[config.mk]
export PLATFORM = sky130hd
export DESIGN_NAME = rss_seq
export DESIGN_NICKNAME = d
export VERILOG_FILES = /design/src/hw/rss_timer.v /design/src/hw/rss_seq.v
export VERILOG_INCLUDE_DIRS = /design/src /design/src/hw
export SDC_FILE = /design/constraint.sdc
export NUM_CORES = 1
export LEC_CHECK = 0
export ABC_AREA = 1
export BUFFER_PORTS_ARGS = -buffer_cell sky130_fd_sc_hd__buf_2
export CORE_ASPECT_RATIO = 0.9
export CORE_MARGIN = 3
export CORE_UTILIZATION = 53
export DETAILED_ROUTE_END_ITERATION = 10
export MAX_ROUTING_LAYER = met4
export PLACE_DENSITY = 0.77
export SYNTH_ARGS = -nofsm -noshare
export SYNTH_HDL_FRONTEND = slang
export SYNTH_HIERARCHICAL = 1
export SYNTH_SLANG_ARGS = --single-unit
export TNS_END_PERCENT = 10
[constraint.sdc]
create_clock -name clk_i -period 1.9 [get_ports clk_i]
set_input_delay 0.19 -clock clk_i [delete_from_list [all_inputs] [get_ports clk_i]]
set_output_delay 0.19 -clock clk_i [all_outputs]
set_load 0.05 [all_outputs]
[src/hw/rss_consts.vh]
// offsets, field positions, reset values and timing counts of the reset sequencer
`ifndef RSS_CONSTS_VH
`define RSS_CONSTS_VH

// register byte offsets
`define RSS_OFF_CAUSE   8'h00
`define RSS_OFF_DROOP   8'h04
`define RSS_OFF_DLY     8'h08
`define RSS_OFF_SYS     8'h0c
`define RSS_OFF_PERIPH  8'h10
`define RSS_OFF_STAT    8'h14

// reset_cause_flags bit positions, one per source
`define RSS_NCAUSE      6
`define RSS_C_EXT       0
`define RSS_C_POR       1
`define RSS_C_DROOP     2
`define RSS_C_SW        3
`define RSS_C_WDOG      4
`define RSS_C_LDO       5

// droop control fields
`define RSS_B_DWAIT     0
`define RSS_B_DSEL      1

// system control fields
`define RSS_B_SWREQ     0
`define RSS_B_LDOEN     1

// reset values
`define RSS_RST_CAUSE   6'h00
`define RSS_RST_DLY     16'h0100
`define RSS_RST_PERIPH  8'h00

// timing: settle window 15 to 30 ms, 20 ms chosen, counted in main_osc ticks
`define RSS_SETTLE_MS     20
`define RSS_MAIN_OSC_KHZ  8000
`define RSS_SETTLE_TICKS  (`RSS_SETTLE_MS * `RSS_MAIN_OSC_KHZ)
// timing: droop blanking after a brown-out, counted in internal_osc cycles
`define RSS_CLK_MHZ       25
`define RSS_DROOP_CLR_US  500
`define RSS_DROOP_CLR_CYC (`RSS_DROOP_CLR_US * `RSS_CLK_MHZ)
// internal reset hold for internally generated resets, in clock cycles
`define RSS_INT_HOLD_CYC  16

`endif

[src/hw/rss_timer.v]
// loadable down-counter with expiry pulse
`timescale 1ns/1ps
module rss_timer #(
   parameter TW = 20                 // counter width
) (
   input  wire          clk_i,       // internal_osc clock
   input  wire          nrst_i,      // async reset, active low
   input  wire          load_i,      // start a new count
   input  wire [TW-1:0] val_i,       // count to load
   input  wire          step_i,      // one count per high cycle
   output wire          busy_o,      // counting
   output wire          done_o       // one-cycle pulse at expiry
);
   reg [TW-1:0] cnt_r;               // remaining steps
   reg          busy_r;              // running flag
   reg          done_r;              // expiry pulse

   assign busy_o = busy_r;
   assign done_o = done_r;

   // count down; a zero load still lasts one step so no window is empty
   always @(posedge clk_i or negedge nrst_i) begin
      if (!nrst_i) begin
         cnt_r  <= {TW{1'b0}};
         busy_r <= 1'b0;
         done_r <= 1'b0;
      end else begin
         done_r <= 1'b0;
         if (load_i) begin
            cnt_r  <= (val_i == {TW{1'b0}}) ? {{(TW-1){1'b0}}, 1'b1} : val_i;
            busy_r <= 1'b1;
         end else if (busy_r && step_i) begin
            // last step ends the count
            if (cnt_r == {{(TW-1){1'b0}}, 1'b1}) begin
               busy_r <= 1'b0;
               done_r <= 1'b1;
            end
            cnt_r <= cnt_r - {{(TW-1){1'b0}}, 1'b1};
         end
      end
   end
endmodule

[src/hw/rss_seq.v]
// reset sources, settle timing, cause flags, boot release
//
// The address-and-strobe port and the address map were left to the implementer.
`timescale 1ns/1ps
`include "rss_consts.vh"

// What this block does
// - six sources: pin, power-on, droop, software, watchdog, regulator
// - set cause flag when reset completes
// - cause flags stay set across resets other than pin reset
// - pin reset leaves only its own flag
// - pin/power-on timed by main_osc, others internal
// - pin reset spares the test port
// - settle count after pin release holds reset
// - release: fetch stack, counter, first instruction
// - power-on waits for later of pin, detector
// - settle count after both power-on inputs clear
// - power-on detector honoured on first power-up only
// - power-on also resets the test port
// - droop wait option resamples after programmed delay if droop_reset_select clear
// - droop condition cleared 500 us later
// - set then clear resets one peripheral
// - watchdog resets on uncleared second time-out
module rss_seq #(
   parameter          TW            = 20,                  // timer width
   parameter          NPERIPH       = 8,                   // soft-reset lanes
   parameter [TW-1:0] SETTLE_TICKS  = `RSS_SETTLE_TICKS,   // main_osc ticks
   parameter [TW-1:0] DROOP_CLR_CYC = `RSS_DROOP_CLR_CYC   // blanking cycles
) (
   input  wire               clk_i,            // internal_osc, 25 MHz
   input  wire               nrst_i,           // block reset, active low
   input  wire [7:0]         addr_i,           // register byte address
   input  wire [31:0]        wdata_i,          // write data
   input  wire               wr_i,             // write strobe
   input  wire               rd_i,             // read strobe
   output wire [31:0]        rdata_o,          // read data, cycle after rd_i
   input  wire               ext_rst_n_i,      // external reset pin
   input  wire               por_i,            // power-on detector, high active
   input  wire               droop_det_i,      // supply droop comparator
   input  wire               wdog_timeout_i,   // watchdog time-out pulse
   input  wire               wdog_int_pend_i,  // first time-out still uncleared
   input  wire               wdog_rst_en_i,    // watchdog reset output enabled
   input  wire               ldo_unreg_i,      // regulator out of regulation
   input  wire               main_osc_tick_i,  // one pulse per main_osc cycle
   output wire               core_rst_n_o,     // core reset, active low
   output wire [NPERIPH-1:0] periph_rst_o,     // peripheral resets, high
   output wire               test_rst_n_o,     // test port reset, active low
   output wire [1:0]         boot_step_o       // 1 stack, 2 counter, 3 instr
);
   // sequencer states
   localparam [2:0] S_PIN    = 3'h0;  // wait pin and power-on inactive
   localparam [2:0] S_SETTLE = 3'h1;  // main_osc settle count
   localparam [2:0] S_IHOLD  = 3'h2;  // internal reset hold
   localparam [2:0] S_SP     = 3'h3;  // fetch initial stack pointer
   localparam [2:0] S_PC     = 3'h4;  // fetch initial program counter
   localparam [2:0] S_INS    = 3'h5;  // fetch first instruction
   localparam [2:0] S_RUN    = 3'h6;  // running

   // droop states
   localparam [1:0] D_IDLE  = 2'h0;   // watching comparator
   localparam [1:0] D_WAIT  = 2'h1;   // resample delay
   localparam [1:0] D_BLANK = 2'h2;   // blanking after a droop

   localparam NC = `RSS_NCAUSE;
   localparam [TW-1:0] INT_HOLD = `RSS_INT_HOLD_CYC;

   // reset held to the core in these states
   function in_rst;
      input [2:0] st;
      begin
         in_rst = (st == S_PIN) || (st == S_SETTLE) || (st == S_IHOLD);
      end
   endfunction

   // one-hot cause from bit index
   function [NC-1:0] cause_bit;
      input integer idx;
      begin
         cause_bit = {{(NC-1){1'b0}}, 1'b1} << idx;
      end
   endfunction

   // pin synchroniser
   reg               ext_s1_r;         // first stage, read only by second
   reg               ext_s2_r;         // synchronised pin level
   // sequencer
   reg  [2:0]        state_r;          // current state
   reg  [2:0]        state_nxt;        // next state
   reg  [NC-1:0]     pend_r;           // cause of reset in progress
   reg  [NC-1:0]     pend_nxt;         // next cause
   reg               por_seen_r;       // power-on detector already released
   // registers
   reg  [NC-1:0]     cause_r;          // reset_cause_flags
   reg               dwait_r;          // droop_wait_enable
   reg               dsel_r;           // droop_reset_select
   reg  [15:0]       dly_r;            // droop_resample_delay, clk cycles
   reg               swreq_r;          // software system reset request
   reg               ldoen_r;          // regulator reset enable
   reg  [NPERIPH-1:0] psoft_r;         // peripheral_soft_reset_ctl
   reg  [31:0]       rdata_r;          // read data
   // outputs
   reg               core_rst_n_r;     // core reset
   reg  [NPERIPH-1:0] periph_rst_r;    // peripheral resets
   reg               test_rst_n_r;     // test port reset
   reg  [1:0]        boot_step_r;      // boot fetch step
   // droop
   reg  [1:0]        dstate_r;         // droop state
   reg               dcond_r;          // internal droop condition
   reg               dtrip_r;          // confirmed droop reset request
   // timers
   reg               tm_load;          // sequencer timer load
   reg  [TW-1:0]     tm_val;           // sequencer timer value
   reg               tm_step;          // sequencer timer step
   wire              tm_done;          // sequencer timer expiry
   reg               dt_load;          // droop timer load
   reg  [TW-1:0]     dt_val;           // droop timer value
   wire              dt_done;          // droop timer expiry
   // request decode
   wire              pin_low;          // pin asserted, synchronised
   wire              por_act;          // power-on detector still honoured
   wire              wdog_trip;        // watchdog reset request
   wire              ldo_trip;         // regulator reset request
   wire              wr_cause;         // write to flag register
   reg  [NC-1:0]     cause_set;        // flags to set this cycle

   assign rdata_o      = rdata_r;
   assign core_rst_n_o = core_rst_n_r;
   assign periph_rst_o = periph_rst_r;
   assign test_rst_n_o = test_rst_n_r;
   assign boot_step_o  = boot_step_r;

   // two-flop pin synchroniser
   always @(posedge clk_i or negedge nrst_i) begin
      if (!nrst_i) begin
         ext_s1_r <= 1'b0;
         ext_s2_r <= 1'b0;
      end else begin
         ext_s1_r <= ext_rst_n_i;
         ext_s2_r <= ext_s1_r;
      end
   end

   assign pin_low   = !ext_s2_r;
   // detector honoured on first power-up only
   assign por_act   = por_i && !por_seen_r;
   // second uncleared time-out, reset enabled
   assign wdog_trip = wdog_timeout_i && wdog_int_pend_i && wdog_rst_en_i;
   assign ldo_trip  = ldo_unreg_i && ldoen_r;
   assign wr_cause  = wr_i && (addr_i == `RSS_OFF_CAUSE);

   // sequencer next state, timer control
   always @* begin
      state_nxt = state_r;
      pend_nxt  = pend_r;
      tm_load   = 1'b0;
      tm_val    = INT_HOLD;
      tm_step   = 1'b1;
      case (state_r)
         S_PIN: begin
            // wait for later of pin and detector
            if (!pin_low && !por_act) begin
               state_nxt = S_SETTLE;
               tm_load   = 1'b1;
               tm_val    = SETTLE_TICKS;
            end
         end
         S_SETTLE: begin
            // pin/power-on count main_osc ticks
            tm_step = main_osc_tick_i;
            if (pin_low) begin
               state_nxt = S_PIN;
            end else if (tm_done) begin
               state_nxt = S_SP;
            end
         end
         S_IHOLD: begin
            // internal resets count clk cycles
            if (pin_low) begin
               state_nxt = S_PIN;
               pend_nxt  = cause_bit(`RSS_C_EXT);
            end else if (tm_done) begin
               state_nxt = S_SP;
            end
         end
         S_SP: begin
            // boot fetches follow release in fixed order
            state_nxt = S_PC;
         end
         S_PC: begin
            state_nxt = S_INS;
         end
         S_INS: begin
            state_nxt = S_RUN;
         end
         S_RUN: begin
            // pin first, then droop, regulator, watchdog, software
            if (pin_low) begin
               state_nxt = S_PIN;
               pend_nxt  = cause_bit(`RSS_C_EXT);
            end else if (dtrip_r) begin
               state_nxt = S_IHOLD;
               pend_nxt  = cause_bit(`RSS_C_DROOP);
               tm_load   = 1'b1;
            end else if (ldo_trip) begin
               state_nxt = S_IHOLD;
               pend_nxt  = cause_bit(`RSS_C_LDO);
               tm_load   = 1'b1;
            end else if (wdog_trip) begin
               state_nxt = S_IHOLD;
               pend_nxt  = cause_bit(`RSS_C_WDOG);
               tm_load   = 1'b1;
            end else if (swreq_r) begin
               state_nxt = S_IHOLD;
               pend_nxt  = cause_bit(`RSS_C_SW);
               tm_load   = 1'b1;
            end
         end
         default: begin
            state_nxt = S_PIN;
         end
      endcase
      // pin press in power-on keeps that cause
      if (state_r == S_SETTLE && pin_low && !pend_r[`RSS_C_POR]) begin
         pend_nxt = cause_bit(`RSS_C_EXT);
      end
   end

   // flags to set at completion of a reset
   always @* begin
      cause_set = {NC{1'b0}};
      if (state_nxt == S_SP && state_r != S_SP) begin
         cause_set = pend_r;
      end
   end

   // sequencer registers and outputs
   always @(posedge clk_i or negedge nrst_i) begin
      if (!nrst_i) begin
         state_r      <= S_PIN;
         pend_r       <= cause_bit(`RSS_C_POR);
         por_seen_r   <= 1'b0;
         core_rst_n_r <= 1'b0;
         periph_rst_r <= {NPERIPH{1'b1}};
         test_rst_n_r <= 1'b0;
         boot_step_r  <= 2'h0;
      end else begin
         state_r <= state_nxt;
         pend_r  <= pend_nxt;
         if (state_r == S_SETTLE) begin
            por_seen_r <= 1'b1;
         end
         core_rst_n_r <= !in_rst(state_nxt);
         // system reset plus soft lanes
         periph_rst_r <= {NPERIPH{in_rst(state_nxt)}} | psoft_r;
         // test port reset by power-on only
         test_rst_n_r <= !(in_rst(state_nxt) && pend_nxt[`RSS_C_POR]);
         case (state_nxt)
            S_SP:    boot_step_r <= 2'h1;
            S_PC:    boot_step_r <= 2'h2;
            S_INS:   boot_step_r <= 2'h3;
            default: boot_step_r <= 2'h0;
         endcase
      end
   end

   // droop timer control
   always @* begin
      dt_load = 1'b0;
      dt_val  = DROOP_CLR_CYC;
      case (dstate_r)
         D_IDLE: begin
            if (droop_det_i) begin
               dt_load = 1'b1;
               if (dwait_r && !dsel_r) begin
                  dt_val = {{(TW-16){1'b0}}, dly_r};
               end
            end
         end
         D_WAIT: begin
            // confirmed droop: blanking
            if (dt_done && droop_det_i) begin
               dt_load = 1'b1;
            end
         end
         default: begin
            dt_load = 1'b0;
         end
      endcase
   end

   // droop condition, resample and blanking
   always @(posedge clk_i or negedge nrst_i) begin
      if (!nrst_i) begin
         dstate_r <= D_IDLE;
         dcond_r  <= 1'b0;
         dtrip_r  <= 1'b0;
      end else begin
         // held until the sequencer is free to take it
         if (state_r == S_RUN && !pin_low) begin
            dtrip_r <= 1'b0;
         end
         case (dstate_r)
            D_IDLE: begin
               if (droop_det_i) begin
                  dcond_r <= 1'b1;
                  if (dwait_r && !dsel_r) begin
                     dstate_r <= D_WAIT;
                  end else begin
                     dstate_r <= D_BLANK;
                     dtrip_r  <= dsel_r;
                  end
               end
            end
            D_WAIT: begin
               if (dt_done) begin
                  if (droop_det_i) begin
                     dstate_r <= D_BLANK;
                     dtrip_r  <= 1'b1;
                  end else begin
                     // noise: no further action
                     dstate_r <= D_IDLE;
                     dcond_r  <= 1'b0;
                  end
               end
            end
            D_BLANK: begin
               // no new droop registered until software can look
               if (dt_done) begin
                  dstate_r <= D_IDLE;
                  dcond_r  <= 1'b0;
               end
            end
            default: begin
               dstate_r <= D_IDLE;
            end
         endcase
      end
   end

   // reset_cause_flags: sticky, write one to clear, set wins
   always @(posedge clk_i or negedge nrst_i) begin
      if (!nrst_i) begin
         cause_r <= `RSS_RST_CAUSE;
      end else if (cause_set[`RSS_C_EXT]) begin
         cause_r <= cause_bit(`RSS_C_EXT);
      end else if (wr_cause) begin
         cause_r <= (cause_r & ~wdata_i[NC-1:0]) | cause_set;
      end else begin
         cause_r <= cause_r | cause_set;
      end
   end

   // control register writes
   always @(posedge clk_i or negedge nrst_i) begin
      if (!nrst_i) begin
         dwait_r <= 1'b0;
         dsel_r  <= 1'b0;
         dly_r   <= `RSS_RST_DLY;
         swreq_r <= 1'b0;
         ldoen_r <= 1'b0;
         psoft_r <= `RSS_RST_PERIPH;
      end else begin
         // cleared when taken
         if (state_r == S_RUN && pend_nxt[`RSS_C_SW] && state_nxt == S_IHOLD) begin
            swreq_r <= 1'b0;
         end
         if (wr_i) begin
            case (addr_i)
               `RSS_OFF_DROOP: begin
                  dwait_r <= wdata_i[`RSS_B_DWAIT];
                  dsel_r  <= wdata_i[`RSS_B_DSEL];
               end
               `RSS_OFF_DLY: begin
                  dly_r <= wdata_i[15:0];
               end
               `RSS_OFF_SYS: begin
                  if (wdata_i[`RSS_B_SWREQ]) begin
                     swreq_r <= 1'b1;
                  end
                  ldoen_r <= wdata_i[`RSS_B_LDOEN];
               end
               `RSS_OFF_PERIPH: begin
                  psoft_r <= wdata_i[NPERIPH-1:0];
               end
               default: begin
                  dly_r <= dly_r;
               end
            endcase
         end
      end
   end

   // read data for one cycle only
   always @(posedge clk_i or negedge nrst_i) begin
      if (!nrst_i) begin
         rdata_r <= 32'h0;
      end else begin
         rdata_r <= 32'h0;
         if (rd_i) begin
            case (addr_i)
               `RSS_OFF_CAUSE:  rdata_r <= {{(32-NC){1'b0}}, cause_r};
               `RSS_OFF_DROOP:  rdata_r <= {30'h0, dsel_r, dwait_r};
               `RSS_OFF_DLY:    rdata_r <= {16'h0, dly_r};
               `RSS_OFF_SYS:    rdata_r <= {30'h0, ldoen_r, swreq_r};
               `RSS_OFF_PERIPH: rdata_r <= {{(32-NPERIPH){1'b0}}, psoft_r};
               `RSS_OFF_STAT:   rdata_r <= {26'h0, !test_rst_n_r, por_seen_r,
                                            dcond_r, state_r};
               default:         rdata_r <= 32'h0;
            endcase
         end
      end
   end

   // settle and internal hold share one timer; never both at once
   rss_timer #(
      .TW     (TW)
   ) u_seq_tm (
      .clk_i  (clk_i),
      .nrst_i (nrst_i),
      .load_i (tm_load),
      .val_i  (tm_val),
      .step_i (tm_step),
      .busy_o (),
      .done_o (tm_done)
   );

   // resample delay and blanking window share the droop timer
   rss_timer #(
      .TW     (TW)
   ) u_droop_tm (
      .clk_i  (clk_i),
      .nrst_i (nrst_i),
      .load_i (dt_load),
      .val_i  (dt_val),
      .step_i (1'b1),
      .busy_o (),
      .done_o (dt_done)
   );
endmodule

==> results.yml, run 1 <==
outcome:
  status: "complete, no violations"
worst_setup_path:
  reg2reg_slack_ns: 0.05
  reg2reg_to: "u_seq_tm/cnt_r[15]$_DFFE_PN0P_"
  ff2ff_path_depth: 10
  r2r_start: "state_r[1]$_DFF_PN0_"
  cp.depth: 10
  worstPathRequired_ns: 2.20
  critPathMostFrequentCell: "inv_2"
  crit_family: "simple AND/OR/NAND/NOR gates"
  critPathBufInv: 4
  cpPeakStageDelay_ns: 0.42
  cp_max_fo: 18
  cp-startpoint: "state_r[1]$_DFF_PN0_"
  worstPathCellList: "inv_1 > nand3_2 > or2_2 > nand2_4 > inv_2 > nor2_4 > inv_2 > buf_4 > nor2_1 > a21oi_2"
  worstSetupStartpointType: "register"
  critPathCaptureType: "register"
  worstSetupPathType: "reg -> reg"
  cp_slowest_cell: "dfrtp_1"
  cp_data_arrival_time_ns: 2.15
grt:
  grtUsageTotal_pct: 24.7
  overflow: 0
  grt_max_degree: 43
  antenna_found_initial: 0
  grt_pass1_vias: 6101
  grt_first_pass_wirelength_um: 28900
timing:
  finClkSkew_ns: 0.00987
  worst_pin_slew_ns: 0.563
  rsz0062_at_grt: "yes"
  finalHoldViolCount: 0
  setup_violations: 0
  clock.fmax_mhz: 540
  period_minus_slack_ns: 1.85
  post-route-period-util_pct: 97.4
  slew_headroom_pct: 62.4
  slew_violations: 0
cells_and_area:
  area_delta_synth_final_pct: 19.3
  drive_above_1_share_pct: 22.6
  antenna_cells: 0
  nets: 1167
  finalNonFillerCells: 1284
floorplanning:
  die_area_um2: 15200
  die_h_um: 117
  die_x_um: 129
  start_util_pct: 55.8
  core_area_um2: 13000
  pin_count: 96
  rows: 39
yosys:
  syn_inst: 976
  avgSynthCellArea_um2: 7.45
  synth_common_cells: "252 x nand2_1, 135 x nor2_1, 114 x inv_1, 112 x dfrtp_1, 86 x nand3_1"
  synth_most_common_cell: "nand2_1"
  synth_area_um2: 7270
  synth_largest_area_cell: "dfrtp_1"
  synthTopCellsByArea: "dfrtp_1 39%, nand2_1 13%, nor2_1 7.0%"
  synth.distinct_cells: 42
  yosysTopAreaCellShare_pct: 38.5
  synth-seq-area-share_pct: 42.2
  yosys_warnings: 6
  synth-edff-count: 0
  synth_seq_cells: 122
  synthArstFlopShare_pct: 100
  synth_ff_type: "dfrtp_1"
clock_network:
  clk_latency_ns: 0.41
  htreeDepth: 4
  cts_made_buffers: 17
  clock-sinks: 122
  post_cts_buffers: 0
  clockRootBuffer: "clkbuf_16"
  clockBufferDepth: 2
  clkSlewWorstSetupHoldPaths_ns: 0.06
  cts_tree: "yes"
placement:
  portBuffers: 63
  gp_congestion: 0.929
  dp_cells: 1250
  dp_hpwl_um: 12700
power:
  power.density_nw_per_um2: 1140
  leakage_uw: 0.00456
  power_uw: 9900
  peakVddDrop_uv: 804
route:
  finalWirelength_um: 17100
  viasPerCell: 5.07
  route.detailed.drc: 0
  drtIter0Drc: 509
  vias: 6508
  ant_nets: 0
  first_pass_iters: 5
  route.detailed.wl_per_inst_um: 13.4
hold_path:
  min_from: "wdata_i[10]"
  hold_path_depth: 3
  holdPathEnd: "dly_r[10]$_DFFE_PN0P_"
  hp-class: "in -> reg"
flow_run:
  maxCapViolCount: 0
## routing by layer
metal / global-route usage (%) / wire [µm] / vias to the layer above
li1: - / - / 3287
met1: 33.3 / 7580 / 2976
met2: 39.3 / 8210 / 225
met3: 4.54 / 1170 / 20
met4: 6.16 / 182 / 0
met5: - / 0 / -
## cell type report
class	instances	area, µm²
timing repair buffer	101	646
clock inverter	14	181
sequential	122	3070
fill	1088	4350
inverter	131	499
tap	164	205
clock buffer	18	439
multi-input combinational	734	3640
## sequential cells by signal (all words and copies together) (netlist names), 2 cells and up
register          count
boot_step_o           2
rdata_o              16
psoft_r               8
u_seq_tm/cnt_r       20
dly_r                16
cause_r               6
dstate_r              2
state_r               3
pend_r                6
periph_rst_o          8
u_droop_tm/cnt_r     20
## tightest hold or removal path, delay by kind of cell
kind | cells | cell delay [ns]
simple gates | 1 | 0.03
compound gates | 1 | 0.10
buf+inv | 1 | 0.07
## timing repair
action | CTS | global route
hold buffers | 2 | 0
setup endpoints to repair | 0 | 30
hold endpoints to repair | 35 | 0
resized for setup | 0 | 10
## cell families after synthesis
family,count (synthesis),synth area share (%)
other cells,2,0.103
xor+xnor,6,0.723
compound gates,106,9.02
buf+inv,168,10.5
flops,122,42.2
fa+ha+maj,8,1.38
simple gates,564,36.1
## report_power, final
part | internal (µW) | switching [µW] | leakage (µW)
registers | 3110 | 353 | 0.00152
clock network | 2130 | 1270 | 0.000303
logic | 923 | 2110 | 0.00273
## through the flow
| stage | setup slack (ns) | area, µm² | hold WS (ns) | utilization [%] | TNS [ns] |
|---|---|---|---|---|---|
| floorplan | 0.0643 | 7450 | -0.106 | - | 0 |
| global placement | 0.0767 | 8010 | 0.209 | 61.5 | 0 |
| detailed placement | 0.0276 | 8010 | 0.211 | 61.5 | 0 |
| CTS | 0.0257 | 8650 | 0.0280 | 66.4 | 0 |
| global route | -0.0690 | 8680 | 0.0424 | 66.6 | -0.324 |
| finish | 0.0494 | 8680 | 0.0323 | 66.6 | 0 |
## layout by cell type (no fill, tap or decap), drive strengths merged
cell and instances:
xor2 4, o31ai 2, clkinvlp 1, a31oi 5, o211ai 4, o21bai 2
or2 5, a21boi 1, o22ai 5, a22oi 6, dfrtp 112, bufinv 3
nor2 172, dlygate4sd3 2, dfstp 10, nor3 4, conb 50, ha 8
nand4 14, inv 137, o311ai 1, a21oi 32, o21ai 48, xnor2 2
clkinv 4, buf 99, clkbuf 18, and2 1, nand2 273, nand3b 4
nand3 91
## worst max path at each step
stage | slack [ns] | endpoint
detailed placement | 0.03 | u_droop_tm/cnt_r[0]$_DFFE_PN0P_
global route | -0.07 | u_seq_tm/cnt_r[15]$_DFFE_PN0P_
finish | 0.05 | u_seq_tm/cnt_r[15]$_DFFE_PN0P_
global placement | 0.08 | u_droop_tm/cnt_r[0]$_DFFE_PN0P_
floorplan | 0.06 | u_droop_tm/cnt_r[0]$_DFFE_PN0P_
CTS | 0.03 | u_droop_tm/cnt_r[0]$_DFFE_PN0P_
Note: power is estimated with default switching activity, not from simulation.
==> run 2: changes to the inputs <==
Settings changed: CORE_UTILIZATION 53 to 59, PLACE_DENSITY 0.77 to 0.81.
Clock period 1.9 ns to 2.11 ns, I/O delays scaled along.
==> results.yml, run 2 (synthesized netlist as in run 1, its figures left out) <==
timing:
  finalHoldViolCount: 0
  finClkSkew_ns: 0.00685
  clock.fmax_mhz: 508
  timing.final.ws_setup_ns: 0.141
  period_minus_slack_ns: 1.97
  setup_violations: 0
  rsz0062_at_grt: "yes"
  slew_violations: 0
  post-route-period-util_pct: 93.3
  tns_ns: 0
worst_setup_path:
  cp_max_fo: 21
  r2r_start: "state_r[1]$_DFF_PN0_"
  critPathCaptureType: "register"
  cp_data_arrival_time_ns: 2.31
  worstSetupStartpointType: "register"
  ff2ff_path_depth: 10
  worstPathCellList: "inv_1 > nand3_2 > or2_2 > nand2_4 > inv_2 > nor2_4 > inv_2 > o21ai_1 > inv_2 > a21oi_2"
  worstPathRequired_ns: 2.45
  critPathMostFrequentCell: "inv_2"
  worstSetupPathType: "reg -> reg"
  reg2reg_slack_ns: 0.14
  cpPeakStageDelay_ns: 0.48
  cp_slowest_cell: "dfrtp_2"
  reg2reg_to: "u_seq_tm/cnt_r[14]$_DFFE_PN0P_"
power:
  peakVddDrop_uv: 979
  p_int_uw: 5260
  power.density_nw_per_um2: 1020
  power_frac_seq_pct: 36.5
  p_sw_share_pct: 39.0
  leakage_uw: 0.00446
  power.share.clock_pct: 32.5
  p_sw_uw: 3370
  pwr-share-comb_pct: 31.1
cells_and_area:
  drive_above_1_share_pct: 21.7
  largest_registers: "u_droop_tm/cnt_r (20), u_seq_tm/cnt_r (20)"
  finalNonFillerCells: 1264
  nets: 1155
  final_common_cell: "nand2_1"
  area_delta_synth_final_pct: 16.9
  post-route-util_pct: 72.6
  final_cell_mix: "251 x nand2_1, 134 x nor2_1, 114 x inv_1, 111 x dfrtp_1, 86 x nand3_1"
  antenna_cells: 0
  final_cell_area_um2: 8500
clock_network:
  clk_latency_ns: 0.41
  cts_tree: "yes"
  htreeDepth: 4
  cts_made_buffers: 17
  clkSlewWorstSetupHoldPaths_ns: 0.06
  clock-sinks: 122
  clockRootBuffer: "clkbuf_16"
  clockBufferDepth: 2
outcome:
  status: "complete, no violations"
grt:
  grt-busiest-layer: "met2"
  met2_usage_pct: 40.4
  grt_pass1_vias: 5973
  grtUsageMet3_pct: 5.46
  grt_use_met1_pct: 37.0
  overflow: 0
  grt_max_degree: 47
  antenna_found_initial: 0
  grt_first_pass_wirelength_um: 28400
  grtUsageTotal_pct: 26.7
placement:
  dp_hpwl_um: 12400
  dpl_cell_area_um2: 7900
  dp_slack_ns: 0.182
  gp_congestion: 0.943
  portBuffers: 63
  dp_cells: 1230
floorplanning:
  rows: 37
  die_h_um: 111
  core_area_um2: 11700
  die_x_um: 123
  pin_count: 96
  start_util_pct: 62.1
  die_area_um2: 13700
route:
  finalWirelength_um: 16900
  vias: 6520
  first_pass_iters: 6
  ant_nets: 0
  drtIter0Drc: 618
  viasPerCell: 5.16
  route.detailed.drc: 0
  route.detailed.wl_per_inst_um: 13.4
hold_path:
  holdPathEnd: "dly_r[15]$_DFFE_PN0P_"
  hp-class: "in -> reg"
  hold_path_depth: 3
  min_from: "wdata_i[15]"
flow_run:
  maxCapViolCount: 0
-- run 2: timing repair --
action | in CTS | in global routing
hold buffers | 2 | 0
resized for setup | 0 | 3
setup buffers | 0 | 0
hold endpoints to repair | 22 | 0
endpoints found under the setup margin | 0 | 7
-- run 2: layout make-up --
| cell class | instances | area, µm² |
|---|---|---|
| Inverter | 131 | 494 |
| Clock inverter | 14 | 136 |
| Timing Repair Buffer | 89 | 543 |
| Sequential cell | 122 | 3070 |
| Fill cell | 939 | 3210 |
| Multi-Input combinational cell | 734 | 3630 |
| Clock buffer | 18 | 439 |
| Tap cell | 156 | 195 |
-- run 2: critical path: cells and delay by family, from the launching register on --
family / cells / cell delay (ns)
AO/OA/AOI/OAI: 2 / 0.28
AND/OR/NAND/NOR: 4 / 0.66
buffers and inverters: 4 / 0.48
flip-flops: 1 / 0.48
-- run 2: layer usage --
metal,vias to the layer above,share of wire [%]
li1,3264,-
met1,3014,45
met2,222,47
met3,20,6.0
met4,0,1.4
met5,-,0
-- run 2: stage by stage --
step	hold WS [ns]	total power [µW]
floorplan	-0.0846	5190
global placement	0.130	5720
detailed placement	0.128	5810
CTS	0.0587	8660
global route	0.0659	9170
finish	0.0637	8630
-- run 2: worst max path at each step --
stage	start	to	slack, ns	depth (start not counted)
2_1_floorplan	dstate_r[0]$_DFFE_PN0P_	u_droop_tm/cnt_r[0]$_DFFE_PN0P_	0.20	13
3_3_place_gp	dstate_r[0]$_DFFE_PN0P_	u_droop_tm/cnt_r[0]$_DFFE_PN0P_	0.21	13
3_5_place_dp	dstate_r[0]$_DFFE_PN0P_	u_droop_tm/cnt_r[0]$_DFFE_PN0P_	0.18	13
4_1_cts	state_r[1]$_DFF_PN0_	u_seq_tm/cnt_r[14]$_DFFE_PN0P_	0.13	10
5_1_grt	dstate_r[0]$_DFFE_PN0P_	u_droop_tm/cnt_r[0]$_DFFE_PN0P_	-0.009	13
6_report	state_r[1]$_DFF_PN0_	u_seq_tm/cnt_r[14]$_DFFE_PN0P_	0.14	10
-- run 2: power by group through the flow --
stage          clock network, µW  registers [µW]  logic, µW
2_1_floorplan                  0            3490       1700
6_report                    2800            3150       2680
3_3_place_gp                   0            3160       2560
4_1_cts                     2840            3140       2680
3_5_place_dp                   0            3170       2630
5_1_grt                     2960            3200       3010
==> run 3: changes to the inputs <==
Settings changed: CORE_UTILIZATION 59 to 58, PLACE_DENSITY 0.81 to 0.78, REMOVE_ABC_BUFFERS set to 1, SYNTH_HIERARCHICAL 1 to not set.
==> results.yml, run 3 <==
outcome:
  status: "complete, no violations"
grt:
  grt_pass1_vias: 5678
  grt_max_degree: 43
  overflow: 0
  grt_first_pass_wirelength_um: 27000
  grtUsageTotal_pct: 27.4
  antenna_found_initial: 0
yosys:
  yosysTopAreaCellShare_pct: 42.6
  synth_seq_cells: 122
  syn_inst: 861
  synthArstFlopShare_pct: 100
  synth_common_cells: "215 x nand2_1, 116 x nor2_1, 112 x dfrtp_1, 105 x inv_1, 72 x nand3_1"
  avgSynthCellArea_um2: 7.64
  synth_area_um2: 6580
  synth-edff-count: 0
  yosys_warnings: 0
  synth-seq-area-share_pct: 46.6
  synth_largest_area_cell: "dfrtp_1"
  synthTopCellsByArea: "dfrtp_1 43%, nand2_1 12%, nor2_1 6.6%"
  synth.distinct_cells: 40
  synth_most_common_cell: "nand2_1"
  synth_ff_type: "dfrtp_1"
power:
  peakVddDrop_uv: 842
  p_sw_uw: 3560
  power.density_nw_per_um2: 1180
  p_int_uw: 5400
  pwr-share-comb_pct: 32.5
  power_uw: 8960
  leakage_uw: 0.00385
  power_frac_seq_pct: 36.4
  p_sw_share_pct: 39.7
  power.share.clock_pct: 31.1
placement:
  dp_cells: 1071
  dp_hpwl_um: 11200
  portBuffers: 63
  gp_congestion: 0.994
  dpl_cell_area_um2: 7030
clock_network:
  clockRootBuffer: "clkbuf_16"
  htreeDepth: 4
  cts_tree: "yes"
  clkSlewWorstSetupHoldPaths_ns: 0.06
  clockBufferDepth: 2
  clk_latency_ns: 0.42
  post_cts_resized: 0
  clock-sinks: 122
  post_cts_buffers: 0
  cts_made_buffers: 17
  cts_hold_buf: 2
cells_and_area:
  antenna_cells: 0
  final_cell_mix: "215 x nand2_1, 116 x nor2_1, 112 x dfrtp_1, 105 x inv_1, 72 x nand3_1"
  largest_registers: "u_droop_tm.cnt_r (20), u_seq_tm.cnt_r (20)"
  final_cell_area_um2: 7630
  nets: 1000
  finalNonFillerCells: 1105
  drive_above_1_share_pct: 16.8
  area_delta_synth_final_pct: 16.0
  n_fill_cell: 895
  final_common_cell: "nand2_1"
floorplanning:
  start_util_pct: 60.1
  rows: 36
  core_area_um2: 10900
  die_x_um: 118
  die_h_um: 107
  pin_count: 96
  die_area_um2: 12700
route:
  route.detailed.drc: 0
  viasPerCell: 5.30
  ant_nets: 0
  drtIter0Drc: 508
  finalWirelength_um: 15900
  first_pass_iters: 6
  vias: 5862
  route.detailed.wl_per_inst_um: 14.4
timing:
  slew_violations: 0
  rsz0062_at_grt: "no"
  tns_ns: 0
  slew_headroom_pct: 62.6
  finClkSkew_ns: 0.00889
  period_minus_slack_ns: 1.92
  setup_violations: 0
  clock.fmax_mhz: 521
  worst_pin_slew_ns: 0.561
  finalHoldViolCount: 0
  post-route-period-util_pct: 90.9
worst_setup_path:
  cp_max_fo: 8
  worstSetupStartpointType: "register"
  worstPathRequired_ns: 2.42
  critPathCaptureType: "register"
  cp_data_arrival_time_ns: 2.23
  worstSetupPathType: "reg -> reg"
hold_path:
  hp-class: "in -> reg"
flow_run:
  maxCapViolCount: 0
==> run 3: worst paths after layout <==
path | start | to | slack, ns | depth (start not counted)
worst max-delay path | dstate_r[1]$_DFFE_PN0P_ | u_droop_tm.cnt_r[13]$_DFFE_PN0P_ | 0.19 | 10
worst min-delay path | wdata_i[8] | dly_r[8]$_DFFE_PN1P_ | 0.02 | 3
worst max register to register | dstate_r[1]$_DFFE_PN0P_ | u_droop_tm.cnt_r[13]$_DFFE_PN0P_ | 0.19 | 10
worst min register to register | ext_s1_r$_DFF_PN0_ | ext_s2_r$_DFF_PN0_ | 0.35 | 0
max in group asynchronous | nrst_i | dly_r[8]$_DFFE_PN1P_ | 1.08 | 3
min in group asynchronous | nrst_i | rdata_o[6]$_DFF_PN0_ | 0.32 | 2
==> run 3: cell type report <==
class / count / area, µm² / area share (%)
tap: 152 / 190 / 2.49
timing repair buffer: 75 / 438 / 5.74
multi-input combinational: 609 / 2920 / 38.3
clock buffer: 19 / 453 / 5.94
clock inverter: 13 / 120 / 1.58
inverter: 115 / 437 / 5.73
sequential: 122 / 3070 / 40.2
==> run 3: cell families after synthesis <==
kind of cell / Yosys count / synth area share [%]
adder cells (fa/ha/maj): 8 / 1.52
AO/OA/AOI/OAI: 108 / 8.85
buffers and inverters: 145 / 9.80
other: 1 / 0.0570
AND/OR/NAND/NOR: 472 / 32.5
flip-flops: 122 / 46.6
XOR/XNOR: 5 / 0.666
==> run 3: critical path: stages (launching register included) <==
cell     delay [ns]
dfrtp_1        0.40
inv_1          0.10
ha_1           0.22
nand3_1        0.12
nand2_1        0.29
inv_1          0.22
buf_4          0.21
nand3_1        0.09
nand2_1        0.06
nand2_1        0.05
nand2_1        0.05
==> run 3: stage by stage <==
stage / util (%) / hold WS (ns) / setup slack [ns]
floorplan: - / -0.0846 / 0.249
finish: 69.7 / 0.0189 / 0.192
CTS: 69.7 / 0.0133 / 0.222
detailed placement: 64.3 / 0.234 / 0.231
global route: 69.7 / 0.0543 / 0.0598
global placement: 64.3 / 0.235 / 0.267
==> run 3: power by group through the flow <==
stage	Sequential [µW]	Clock [µW]	Combinational, µW
after detailed placement	3270	0	2890
after floorplan	3480	0	1930
final	3260	2790	2910
after CTS	3250	2820	2920
after global placement	3260	0	2830
after global routing	3310	2920	3330
==> run 3: routing by layer <==
metal / vias up / wire length (µm) / GRT usage (%)
li1: 2882 / - / -
met1: 2777 / 7040 / 35.6
met2: 175 / 7600 / 43.4
met3: 28 / 1020 / 6.28
met4: 0 / 248 / 8.54
met5: - / 0 / -
